==> src/fdcrc_map.svh <==
`ifndef FDCRC_MAP_SVH
`define FDCRC_MAP_SVH

// Register byte offsets on the AXI4-Lite slave.
`define FDCRC_OFS_DOR 8'h00
`define FDCRC_OFS_CCR 8'h04
`define FDCRC_OFS_DSR 8'h08
`define FDCRC_OFS_DIR 8'h0C
`define FDCRC_OFS_MODE 8'h10
`define FDCRC_OFS_STAT 8'h14
`define FDCRC_OFS_SEP 8'h18

// Digital output register fields.
`define FDCRC_DOR_RESET 0
`define FDCRC_DOR_DMA_GATE_ENABLE 1

// Configuration control register fields.
`define FDCRC_CCR_RATE_LO 0
`define FDCRC_CCR_PREOFF 2

// Rate select register fields.
`define FDCRC_DSR_DLY_LO 2
`define FDCRC_DSR_PWRDN 6
`define FDCRC_DSR_SWRST 7

// Mode register fields.
`define FDCRC_MODE_LO 0
`define FDCRC_MODE_LOCK 2
`define FDCRC_MODE_DMAEN 3
`define FDCRC_MODE_NOPOLL 4

// Reset values and codes.
`define FDCRC_RATE_RST 2'h2
`define FDCRC_RATE_500K 2'h0
`define FDCRC_RATE_1M 2'h3
`define FDCRC_DLY_DEFAULT 3'h0
`define FDCRC_DLY_OFF 3'h7

// Precompensation timing.
`define FDCRC_CLK_PERIOD_PS 25000
`define FDCRC_STEP_PS 41670
`define FDCRC_STEP_CYC (((`FDCRC_STEP_PS / `FDCRC_CLK_PERIOD_PS) < 1) ? 1 : (`FDCRC_STEP_PS / `FDCRC_CLK_PERIOD_PS))
`define FDCRC_DEF_STEPS_FAST 3'h1
`define FDCRC_DEF_STEPS_SLOW 3'h3
`define FDCRC_SR_LEN 13
`define FDCRC_SR_CENTER 6

// Data separator lock time in bit times.
`define FDCRC_LOCK_BITS 64

`endif

==> src/fdcrc_pkg.sv <==
package fdcrc_pkg;

  typedef enum logic [1:0] {
    MODE_AT,
    MODE_PS2,
    MODE_ALT
  } fdcrc_mode_e;

  typedef enum logic [1:0] {
    CORE_RESET,
    CORE_IDLE,
    CORE_POLL
  } fdcrc_core_e;

  typedef struct packed {
    logic [7:0] clock_byte;
    logic [7:0] data_byte;
  } fdcrc_sep_s;

endpackage : fdcrc_pkg

==> src/fdcrc_top.sv <==
`timescale 1ns/10ps
`default_nettype none
`include "fdcrc_map.svh"

module fdcrc_top (
  input wire logic aclk,
  input wire logic aresetn,
  input wire logic por_n,
  input wire logic [7:0] s_axi_awaddr,
  input wire logic s_axi_awvalid,
  output logic s_axi_awready,
  input wire logic [31:0] s_axi_wdata,
  input wire logic [3:0] s_axi_wstrb,
  input wire logic s_axi_wvalid,
  output logic s_axi_wready,
  output logic [1:0] s_axi_bresp,
  output logic s_axi_bvalid,
  input wire logic s_axi_bready,
  input wire logic [7:0] s_axi_araddr,
  input wire logic s_axi_arvalid,
  output logic s_axi_arready,
  output logic [31:0] s_axi_rdata,
  output logic [1:0] s_axi_rresp,
  output logic s_axi_rvalid,
  input wire logic s_axi_rready,
  input wire logic buffer_polarity_strap,
  input wire logic drive_type_strap,
  input wire logic disk_change_pin,
  input wire logic read_data_in,
  input wire logic data_window,
  input wire logic wr_cell_stb,
  input wire logic wr_cell_bit,
  input wire logic xfer_active,
  input wire logic dma_acknowledge_n,
  input wire logic fifo_host_sel,
  output logic write_data_out,
  output logic density_select_out,
  output logic dma_request,
  output logic fifo_select,
  output logic fifo_clear,
  output logic core_reset,
  output logic poll_active,
  output logic sep_locked,
  output logic sep_byte_stb
);

  localparam int SR_LEN = `FDCRC_SR_LEN;
  localparam int CENTER = `FDCRC_SR_CENTER;
  localparam int STEP_CYC = `FDCRC_STEP_CYC;

  logic hw_rst;
  assign hw_rst = !aresetn;

  // Register state.
  logic dor_reset_ff;
  logic dma_gate_enable_ff;
  logic [1:0] rate_ff;
  logic delay_field_a_off_flag_ff;
  logic [2:0] delay_field_a_ff;
  logic power_down_ff;
  logic dsr_reset_ff;
  fdcrc_pkg::fdcrc_mode_e mode_ff;
  logic lock_ff;
  logic dma_enable_ff;
  logic no_poll_ff;
  logic ident_ff;
  logic ident_take_ff;
  fdcrc_pkg::fdcrc_core_e core_ff;
  fdcrc_pkg::fdcrc_sep_s sep_ff;

  // AXI4-Lite slave state.
  logic aw_held_ff;
  logic w_held_ff;
  logic [7:0] awaddr_ff;
  logic [31:0] wdata_ff;
  logic [3:0] wstrb_ff;
  logic wr_go;
  logic wr_lane0;
  logic wr_hit;

  assign wr_go = aw_held_ff && w_held_ff && !s_axi_bvalid;
  assign wr_lane0 = wr_go && wstrb_ff[0];

  always_ff @(posedge aclk) begin
    if (hw_rst) begin
      aw_held_ff <= 1'b0;
      awaddr_ff <= 8'h00;
    end else if (s_axi_awvalid && s_axi_awready) begin
      aw_held_ff <= 1'b1;
      awaddr_ff <= s_axi_awaddr;
    end else if (wr_go) begin
      aw_held_ff <= 1'b0;
    end
  end

  always_ff @(posedge aclk) begin
    if (hw_rst) begin
      w_held_ff <= 1'b0;
      wdata_ff <= 32'h00000000;
      wstrb_ff <= 4'h0;
    end else if (s_axi_wvalid && s_axi_wready) begin
      w_held_ff <= 1'b1;
      wdata_ff <= s_axi_wdata;
      wstrb_ff <= s_axi_wstrb;
    end else if (wr_go) begin
      w_held_ff <= 1'b0;
    end
  end

  always_comb begin
    case (awaddr_ff)
      `FDCRC_OFS_DOR, `FDCRC_OFS_CCR, `FDCRC_OFS_DSR, `FDCRC_OFS_MODE: wr_hit = 1'b1;
      `FDCRC_OFS_DIR, `FDCRC_OFS_STAT, `FDCRC_OFS_SEP: wr_hit = 1'b1;
      default: wr_hit = 1'b0;
    endcase
  end

  always_ff @(posedge aclk) begin
    if (hw_rst) begin
      s_axi_awready <= 1'b0;
      s_axi_wready <= 1'b0;
      s_axi_bvalid <= 1'b0;
      s_axi_bresp <= 2'h0;
    end else begin
      s_axi_awready <= !aw_held_ff && !(s_axi_awvalid && s_axi_awready) && !s_axi_bvalid;
      s_axi_wready <= !w_held_ff && !(s_axi_wvalid && s_axi_wready) && !s_axi_bvalid;
      if (wr_go) begin
        s_axi_bvalid <= 1'b1;
        s_axi_bresp <= wr_hit ? 2'h0 : 2'h2;
      end else if (s_axi_bready) begin
        s_axi_bvalid <= 1'b0;
      end
    end
  end

  // A software reset that lands in the same cycle as a pin reset is swallowed by the pin reset.
  always_ff @(posedge aclk) begin
    if (hw_rst) begin
      dor_reset_ff <= 1'b1;
      dma_gate_enable_ff <= 1'b0;
    end else if (wr_lane0 && awaddr_ff == `FDCRC_OFS_DOR) begin
      dor_reset_ff <= wdata_ff[`FDCRC_DOR_RESET];
      dma_gate_enable_ff <= wdata_ff[`FDCRC_DOR_DMA_GATE_ENABLE];
    end
  end

  // Rate, delay and delay_field_a-off fields are touched only by writes and the pin reset.
  always_ff @(posedge aclk) begin
    if (hw_rst) begin
      rate_ff <= `FDCRC_RATE_RST;
      delay_field_a_off_flag_ff <= 1'b0;
      delay_field_a_ff <= `FDCRC_DLY_DEFAULT;
    end else if (wr_lane0 && awaddr_ff == `FDCRC_OFS_CCR) begin
      rate_ff <= wdata_ff[`FDCRC_CCR_RATE_LO +: 2];
      if (mode_ff == fdcrc_pkg::MODE_ALT) begin
        delay_field_a_off_flag_ff <= wdata_ff[`FDCRC_CCR_PREOFF];
      end
    end else if (wr_lane0 && awaddr_ff == `FDCRC_OFS_DSR) begin
      rate_ff <= wdata_ff[`FDCRC_CCR_RATE_LO +: 2];
      delay_field_a_ff <= wdata_ff[`FDCRC_DSR_DLY_LO +: 3];
    end
  end

  always_ff @(posedge aclk) begin
    if (hw_rst) begin
      dsr_reset_ff <= 1'b0;
      power_down_ff <= 1'b0;
    end else begin
      dsr_reset_ff <= wr_lane0 && awaddr_ff == `FDCRC_OFS_DSR && wdata_ff[`FDCRC_DSR_SWRST];
      if (dor_reset_ff || dsr_reset_ff) begin
        power_down_ff <= 1'b0;
      end else if (wr_lane0 && awaddr_ff == `FDCRC_OFS_DSR) begin
        power_down_ff <= wdata_ff[`FDCRC_DSR_PWRDN];
      end
    end
  end

  always_ff @(posedge aclk) begin
    if (hw_rst) begin
      mode_ff <= fdcrc_pkg::MODE_AT;
      lock_ff <= 1'b0;
      no_poll_ff <= 1'b0;
    end else if (wr_lane0 && awaddr_ff == `FDCRC_OFS_MODE) begin
      case (wdata_ff[`FDCRC_MODE_LO +: 2])
        2'h1: mode_ff <= fdcrc_pkg::MODE_PS2;
        2'h2: mode_ff <= fdcrc_pkg::MODE_ALT;
        default: mode_ff <= fdcrc_pkg::MODE_AT;
      endcase
      lock_ff <= wdata_ff[`FDCRC_MODE_LOCK];
      no_poll_ff <= wdata_ff[`FDCRC_MODE_NOPOLL];
    end
  end

  // The DMA enable survives the reset pin; only power-on clears it.
  always_ff @(posedge aclk) begin
    if (!por_n) begin
      dma_enable_ff <= 1'b0;
    end else if (wr_lane0 && awaddr_ff == `FDCRC_OFS_MODE) begin
      dma_enable_ff <= wdata_ff[`FDCRC_MODE_DMAEN];
    end
  end

  // The drive-type strap is caught on the first edge after the pin reset releases.
  always_ff @(posedge aclk) begin
    if (hw_rst) begin
      ident_take_ff <= 1'b1;
      ident_ff <= 1'b0;
    end else if (ident_take_ff) begin
      ident_take_ff <= 1'b0;
      ident_ff <= drive_type_strap;
    end
  end

  logic any_reset;
  assign any_reset = dor_reset_ff || dsr_reset_ff;

  always_ff @(posedge aclk) begin
    if (hw_rst) begin
      core_ff <= fdcrc_pkg::CORE_RESET;
    end else begin
      case (core_ff)
        fdcrc_pkg::CORE_RESET: begin
          if (!any_reset) begin
            core_ff <= no_poll_ff ? fdcrc_pkg::CORE_IDLE : fdcrc_pkg::CORE_POLL;
          end
        end
        fdcrc_pkg::CORE_IDLE, fdcrc_pkg::CORE_POLL: begin
          if (any_reset) begin
            core_ff <= fdcrc_pkg::CORE_RESET;
          end else begin
            core_ff <= no_poll_ff ? fdcrc_pkg::CORE_IDLE : fdcrc_pkg::CORE_POLL;
          end
        end
        default: core_ff <= fdcrc_pkg::CORE_RESET;
      endcase
    end
  end

  logic running;
  assign running = core_ff != fdcrc_pkg::CORE_RESET && !any_reset && !power_down_ff;

  always_ff @(posedge aclk) begin
    if (hw_rst) begin
      core_reset <= 1'b1;
      fifo_clear <= 1'b1;
      poll_active <= 1'b0;
      dma_request <= 1'b0;
      fifo_select <= 1'b0;
    end else begin
      core_reset <= any_reset;
      fifo_clear <= any_reset && !lock_ff;
      poll_active <= core_ff == fdcrc_pkg::CORE_POLL && running;
      dma_request <= dma_enable_ff && xfer_active && running;
      fifo_select <= !dma_acknowledge_n || fifo_host_sel;
    end
  end

  // Drive interface polarity: strap low means the pins are active low, except density select, which is then active high.
  logic drv_inv;
  logic disk_change_flag;
  logic rd_pulse;
  logic high_rate;
  assign drv_inv = !buffer_polarity_strap;
  assign disk_change_flag = disk_change_pin ^ drv_inv;
  assign rd_pulse = read_data_in ^ drv_inv;
  assign high_rate = rate_ff == `FDCRC_RATE_500K || rate_ff == `FDCRC_RATE_1M;

  always_ff @(posedge aclk) begin
    if (hw_rst) begin
      density_select_out <= drv_inv;
    end else begin
      density_select_out <= (ident_ff ? high_rate : !high_rate) ^ !drv_inv;
    end
  end

  // Data separator back end: the analog loop supplies the window.
  logic win_d_ff;
  logic seen_ff;
  logic [2:0] dcnt_ff;
  logic [7:0] csr_ff;
  logic [7:0] dsr_sh_ff;
  logic [6:0] lock_cnt_ff;
  logic win_edge;
  assign win_edge = win_d_ff != data_window;

  always_ff @(posedge aclk) begin
    if (hw_rst || !running) begin
      win_d_ff <= 1'b0;
      seen_ff <= 1'b0;
      dcnt_ff <= 3'h0;
      csr_ff <= 8'h00;
      dsr_sh_ff <= 8'h00;
      sep_ff <= '0;
      sep_byte_stb <= 1'b0;
    end else begin
      win_d_ff <= data_window;
      sep_byte_stb <= 1'b0;
      if (win_edge) begin
        seen_ff <= rd_pulse;
        if (win_d_ff) begin
          dsr_sh_ff <= {dsr_sh_ff[6:0], seen_ff || rd_pulse};
          dcnt_ff <= dcnt_ff + 3'h1;
          if (dcnt_ff == 3'h7) begin
            sep_ff.data_byte <= {dsr_sh_ff[6:0], seen_ff || rd_pulse};
            sep_ff.clock_byte <= csr_ff;
            sep_byte_stb <= 1'b1;
          end
        end else begin
          csr_ff <= {csr_ff[6:0], seen_ff || rd_pulse};
        end
      end else if (rd_pulse) begin
        seen_ff <= 1'b1;
      end
    end
  end

  always_ff @(posedge aclk) begin
    if (hw_rst || !running) begin
      lock_cnt_ff <= 7'h00;
      sep_locked <= 1'b0;
    end else if (win_edge && win_d_ff && !sep_locked) begin
      lock_cnt_ff <= lock_cnt_ff + 7'h01;
      sep_locked <= lock_cnt_ff == 7'(`FDCRC_LOCK_BITS - 1);
    end
  end

  // Write precompensation. Cells enter two positions deep so each bit sees both neighbours.
  logic [4:0] cell_ff;
  logic is_early;
  logic is_late;
  logic [2:0] steps;
  logic [SR_LEN-1:0] early_sr_ff;
  logic [SR_LEN-1:0] late_sr_ff;
  logic [SR_LEN-1:0] nom_sr_ff;
  logic early_tap;
  logic late_tap;
  logic pulse_in;

  always_ff @(posedge aclk) begin
    if (hw_rst || !running) begin
      cell_ff <= 5'h00;
    end else if (wr_cell_stb) begin
      cell_ff <= {cell_ff[3:0], wr_cell_bit};
    end
  end

  // Neighbour two cells behind pushes the bit late, two ahead pulls it early.
  assign is_late = cell_ff[4] && !cell_ff[0];
  assign is_early = cell_ff[0] && !cell_ff[4];
  assign pulse_in = wr_cell_stb && cell_ff[2] && running;

  always_comb begin
    case (delay_field_a_ff)
      `FDCRC_DLY_OFF: steps = 3'h0;
      `FDCRC_DLY_DEFAULT: steps = (rate_ff == `FDCRC_RATE_1M) ? `FDCRC_DEF_STEPS_FAST : `FDCRC_DEF_STEPS_SLOW;
      default: steps = delay_field_a_ff;
    endcase
  end

  always_ff @(posedge aclk) begin
    if (hw_rst || !running) begin
      early_sr_ff <= '0;
      late_sr_ff <= '0;
      nom_sr_ff <= '0;
    end else begin
      early_sr_ff <= {early_sr_ff[SR_LEN-2:0], pulse_in && is_early};
      late_sr_ff <= {late_sr_ff[SR_LEN-2:0], pulse_in && is_late};
      nom_sr_ff <= {nom_sr_ff[SR_LEN-2:0], pulse_in && !is_early && !is_late};
    end
  end

  // Step count beyond the shifter's reach saturates at the end taps.
  always_comb begin
    early_tap = early_sr_ff[CENTER];
    late_tap = late_sr_ff[CENTER];
    for (int i = 1; i <= CENTER; i++) begin
      if (int'(steps) * STEP_CYC == i) begin
        early_tap = early_sr_ff[CENTER - i];
        late_tap = late_sr_ff[CENTER + i];
      end else if (int'(steps) * STEP_CYC > CENTER && i == CENTER) begin
        early_tap = early_sr_ff[0];
        late_tap = late_sr_ff[SR_LEN-1];
      end
    end
  end

  always_ff @(posedge aclk) begin
    if (hw_rst) begin
      write_data_out <= drv_inv;
    end else begin
      write_data_out <= (early_tap || late_tap || nom_sr_ff[CENTER]) ^ drv_inv;
    end
  end

  // Read side.
  logic [7:0] dir_val;
  always_comb begin
    case (mode_ff)
      fdcrc_pkg::MODE_ALT: dir_val = {!disk_change_flag, 3'h0, dma_gate_enable_ff, delay_field_a_off_flag_ff, rate_ff};
      fdcrc_pkg::MODE_PS2: dir_val = {disk_change_flag, 4'hF, rate_ff, !high_rate};
      default: dir_val = {disk_change_flag, 7'h00};
    endcase
  end

  logic [31:0] rd_val;
  logic rd_hit;
  always_comb begin
    rd_hit = 1'b1;
    case (s_axi_araddr)
      `FDCRC_OFS_DOR: rd_val = {30'h0, dma_gate_enable_ff, dor_reset_ff};
      `FDCRC_OFS_CCR: rd_val = 32'h00000000;
      `FDCRC_OFS_DSR: rd_val = {24'h0, 1'b0, power_down_ff, 1'b0, delay_field_a_ff, rate_ff};
      `FDCRC_OFS_DIR: rd_val = {24'h0, dir_val};
      `FDCRC_OFS_MODE: rd_val = {27'h0, no_poll_ff, dma_enable_ff, lock_ff, mode_ff};
      `FDCRC_OFS_STAT: rd_val = {26'h0, ident_ff, sep_locked, core_ff, dsr_reset_ff, dor_reset_ff};
      `FDCRC_OFS_SEP: rd_val = {16'h0, sep_ff};
      default: begin
        rd_val = 32'h00000000;
        rd_hit = 1'b0;
      end
    endcase
  end

  always_ff @(posedge aclk) begin
    if (hw_rst) begin
      s_axi_arready <= 1'b0;
      s_axi_rvalid <= 1'b0;
      s_axi_rdata <= 32'h00000000;
      s_axi_rresp <= 2'h0;
    end else begin
      s_axi_arready <= !s_axi_rvalid && !(s_axi_arvalid && s_axi_arready);
      if (s_axi_arvalid && s_axi_arready) begin
        s_axi_rvalid <= 1'b1;
        s_axi_rdata <= rd_val;
        s_axi_rresp <= rd_hit ? 2'h0 : 2'h2;
      end else if (s_axi_rready) begin
        s_axi_rvalid <= 1'b0;
      end
    end
  end

endmodule : fdcrc_top
`default_nettype wire

==> config.mk <==
export PLATFORM = sky130hd
export DESIGN_NAME = fdcrc_top
export DESIGN_NICKNAME = d
export VERILOG_FILES = /design/src/fdcrc_pkg.sv /design/src/fdcrc_top.sv
export VERILOG_INCLUDE_DIRS = /design/src
export SDC_FILE = /design/constraint.sdc
export NUM_CORES = 1
export LEC_CHECK = 0
export BUFFER_PORTS_ARGS = -buffer_cell sky130_fd_sc_hd__buf_2
export CORE_MARGIN = 2
export CORE_UTILIZATION = 60
export CTS_BUF_LIST = sky130_fd_sc_hd__clkbuf_4 sky130_fd_sc_hd__clkbuf_8
export DETAILED_ROUTE_END_ITERATION = 7
export MAX_ROUTING_LAYER = met4
export PLACE_DENSITY_LB_ADDON = 0.25
export SETUP_SLACK_MARGIN = 0.5
export SYNTH_ARGS = -nofsm -noshare
export SYNTH_HDL_FRONTEND = slang
export SYNTH_SLANG_ARGS = --single-unit
==> constraint.sdc <==
create_clock -name aclk -period 3.2 [get_ports aclk]
set_input_delay 0.96 -clock aclk [delete_from_list [all_inputs] [get_ports aclk]]
set_output_delay 0.96 -clock aclk [all_outputs]
set_load 0.01 [all_outputs]
# Word-level counts from Yosys, hierarchy flattened
# Index checks and enable logic that the tools add are counted.
totals:
  input_bits: 70
  register_bits: 163
  word_cells: 214
  output_inout_bits: 50
classes:
  add_sub_neg: 2
  order_cmp: 1
  eq_ne: 30
  muxes: 43
  reduce_logical: 82
  bitwise: 8
op_table:
  columns: ["operator", "count"]
  rows:
  - ["$pmux 16 s6", 1]
  - ["$eq 8x5->1 const B", 6]
  - ["$eq 8x4->1 const B", 4]
  - ["$logic_and 1x1->1", 32]
  - ["$mux 1", 30]
  - ["$logic_not 1->1", 21]
  - ["$eq 3x3->1 const B", 6]
  - ["$eq 8x3->1 const B", 2]
  - ["$logic_not 8->1", 2]
  - ["$mux 2", 8]
  - ["$pmux 8 s2", 1]
  - ["$reduce_bool 2->1", 7]
  - ["$reduce_or 7->1", 2]
  - ["$eq 2x2->1 const B", 4]
  - ["$pmux 2 s2", 2]
  - ["$reduce_and 2->1", 4]
  - ["$add 7x1->7 const B", 1]
  - ["$eq 7x6->1 const B", 1]
  - ["$logic_or 1x1->1", 7]
  - ["$eq 2x1->1 const B", 3]
  - ["$eq 3x2->1 const B", 2]
  - ["$pmux 3 s2", 1]
  - ["$logic_not 2->1", 2]
  - ["$not 1->1", 4]
  - ["9 further kinds", 13]

# Logic depth before layout (Yosys ltp)
logic_depth:
  depth_word: 15
  mapped_depth: 8
  ltp_nobuf: 6

# Worst setup path before layout
# Ideal clock, no wire load.
synth_path:
  kind: "input to register"
  start: "input s_axi_araddr[2]"
  end: "register s_axi_rdata[10]"
  required_ns: 3.141
  setup_ns: 0.059
  cell_stages: 6
  t_arrival_ns: 2.349
  path_buffers: 2
  setup_slack_ns: 0.792
  path_cell_list: "clkbuf_1 > or4b_1 > nor3_1 > and3_1 > clkbuf_1 > a22o_1"
synth_via:
  elab_chain_len: 2
  elab_cells_between_ends: 7
  classes_between: "eq/ne: 5; mux: 1; reduce/logical: 1"
synth_lines:
  columns: ["item", "line", "text"]
  rows:
  - ["start: declaration", "fdcrc_top.sv:19", "input wire logic [7:0] s_axi_araddr,"]
  - ["$eq 8x5->1, or another cell as far along", "fdcrc_top.sv:409", "case (s_axi_araddr)"]
  - ["$pmux 16 s6 (*)", "fdcrc_top.sv:409", null]
  - ["end signal: assignment", "fdcrc_top.sv:434", "s_axi_rdata <= rd_val;"]
  - ["end: declaration", "fdcrc_top.sv:22", "output logic [31:0] s_axi_rdata,"]
# Every way passes the cells marked *; elsewhere a longest branch is shown, timed or not.
# A chain may end at the register's enable or synchronous reset.

# Final worst setup path
layout_path:
  start: "input s_axi_araddr[2]"
  end: "register s_axi_rdata[9]"
# The elaborated chain is that of the path after synthesis.

==> results.json <==
{
  "num-fill-cells": 765,
  "skew_ns": 0.0124,
  "grt_pass1_wl_mm": 18.5,
  "worstPathArrival_ns": 2.55,
  "p_leak_uw": 0.00256,
  "dieHeight_um": 102,
  "placed_area_um2": 6180,
  "antenna_found_initial": 0,
  "cts_buffers": 17,
  "wire_per_inst_um": 13.7,
  "postRouteAntennaNets": 0,
  "ys_async_sr_fraction_pct": 0,
  "syn_area_um2": 5800,
  "status": "finished clean",
  "power_frac_comb_pct": 4.9,
  "p_per_area_nw_per_um2": 524,
  "netlist_instances": 630,
  "finalCritPeriodShare_pct": 68.1,
  "slew_viol_final": 0,
  "htree_levels": 4,
  "routed_wl_mm": 11.4,
  "hold_depth": 1,
  "setup_violations": 0,
  "synthToLayoutAreaGrowth_pct": 13.6,
  "yosys_warnings": 0,
  "final.min_clock_period_ns": 2.18,
  "critPathMaxFanout": 15,
  "viasPerCell": 5.37,
  "diodes": 0,
  "dieArea_um2": 10500,
  "cp.required_ns": 3.58,
  "hold_class": "flip-flop to flip-flop",
  "grt_usage_pct": 23.2,
  "cp-end-kind": "flip-flop",
  "ys_types": 60,
  "core_um2": 9330,
  "die_w_um": 102,
  "post_cts_buffers": 0,
  "grt_overflow": 0,
  "p_sw_uw": 827,
  "final_cells": 834,
  "drc": 0,
  "num_io_pins": 120,
  "layout_commonest_cell": "dfxtp_1",
  "tightestPinTransition_ns": 0.850,
  "portBuffers": 73,
  "critical_path_class": "primary input to flip-flop",
  "p_total_uw": 3460,
  "cts.sinks": 144,
  "clk_pin_slew_ns": 0.08,
  "clock_path_buffers": 2,
  "tns_ns": 0,
  "final_area_um2": 6590,
  "timing.hold.ws_ns": 0.428,
  "cellInternalPower_uw": 2630,
  "place_inst": 802,
  "place.gp.congestion": 0.918,
  "ys_ff_latch": 144,
  "ys_seq_area_share_pct": 49.7,
  "synth_edf_count": 0,
  "hold_viol": 0,
  "grt_max_degree": 38,
  "cts-root-buf": "clkbuf_8",
  "first_global_vias": 4112,
  "dpl.hpwl_mm": 8.16,
  "dr.pass1.iters": 5,
  "avgSynthCellArea_um2": 9.21,
  "maxCapViolations": 0,
  "power.share.clock_pct": 42.0,
  "rows": 35,
  "ir_drop_mv": 0.316,
  "relSlewSlack_pct": 42.9,
  "drive_gt1_share_pct": 17.7,
  "swShare_pct": 23.9,
  "start_util_pct": 62.2,
  "cp-start-kind": "primary input",
  "cts_tree": "built",
  "worst_r2r_path_depth": 4,
  "cts_hold_buf": 0,
  "max_freq_mhz": 459,
  "ctsResizeCount": 0,
  "grt_setup_unrepaired": "no",
  "final_cell_mix": "dfxtp_1, nand2_1, buf_2, nor2_1, a21oi_1",
  "seqPwrFrac_pct": 53.0,
  "vias": 4475,
  "clk_latency_ns": 0.43,
  "layout.nets": 774,
  "drtIter0Drc": 224,
  "synth_ff_type": "dfxtp_1"
}
synth_stat cells (7+ instances only):
cell	instances	area, um2
mux2i_1	42	420
o21ai_0	17	85.1
xor2_1	7	61.3
nor2_1	58	218
nand2b_1	9	56.3
and2_1	30	188
inv_1	17	63.8
nand2_1	90	338
nor3_1	13	65.1
clkbuf_1	27	101
buf_4	18	135
dfxtp_1	144	2880
a22o_1	11	96.3
ha_1	12	150
a21oi_1	43	215
per-layer routing:
| metal | routed length [um] | GRT usage, % | vias up |
|---|---|---|---|
| met2 | 5360 | 36.2 | 136 |
| met4 | 204 | 7.18 | 0 |
| li1 | - | - | 2233 |
| met1 | 5220 | 29.4 | 2083 |
| met3 | 619 | 6.36 | 23 |
| met5 | 0 | - | - |
through the flow:
step                      setup slack, ns  util [%]
final                                1.02      70.7
after global routing                0.917      70.7
after CTS                            1.03      70.7
after detailed placement            0.575      66.3
after global placement              0.605      66.3
after floorplan                     0.792         -
final cells by class:
class | instances | area, um2 | area share (%)
multi-input cells | 433 | 2650 | 40.2
repair buffers | 79 | 423 | 6.41
clock inverters | 13 | 150 | 2.28
inverters | 17 | 63.8 | 0.968
flip-flops and latches | 144 | 2880 | 43.7
well taps | 129 | 161 | 2.45
clock buffers | 19 | 262 | 3.97
power groups by stage:
| stage | logic [uW] | clock network (uW) | registers, uW |
|---|---|---|---|
| after detailed placement | 168 | 0 | 1880 |
| after global placement | 163 | 0 | 1870 |
| after CTS | 169 | 1470 | 1830 |
| after floorplan | 123 | 0 | 1880 |
| final | 170 | 1450 | 1830 |
| after global routing | 189 | 1550 | 1840 |
sequential cells by signal, summed over array words and instances, names as in the netlist, 8 cells and up:
name and cells:
sep_ff 16, late_sr_ff 13, awaddr_ff 8, s_axi_rdata 16
csr_ff 8
logic make-up after synthesis:
group / count (synthesis) / synth area share, %
and+or+nand+nor: 241 / 20.2
DFF: 144 / 49.7
AOI/OAI and AO/OA: 105 / 11.9
buffers and inverters: 70 / 5.84
muxes: 44 / 7.82
xor gates and xnor gates: 13 / 1.96
adders and majority gates: 12 / 2.59
other: 1 / 0.0646
final timing paths:
path                   start        endpoint  slack (ns)
max          s_axi_araddr[2]  s_axi_rdata[9]        1.02
min            late_sr_ff[5]   late_sr_ff[6]        0.43
max reg2reg     awaddr_ff[1]      no_poll_ff        1.11
min reg2reg    late_sr_ff[5]   late_sr_ff[6]        0.43
worst max-delay path, stage by stage:
cell    delay, ns
buf_2        0.20
or4b_1       0.58
nor3_1       0.25
and3_1       0.38
a22o_1       0.18
Power figures use the tool's default switching activity.
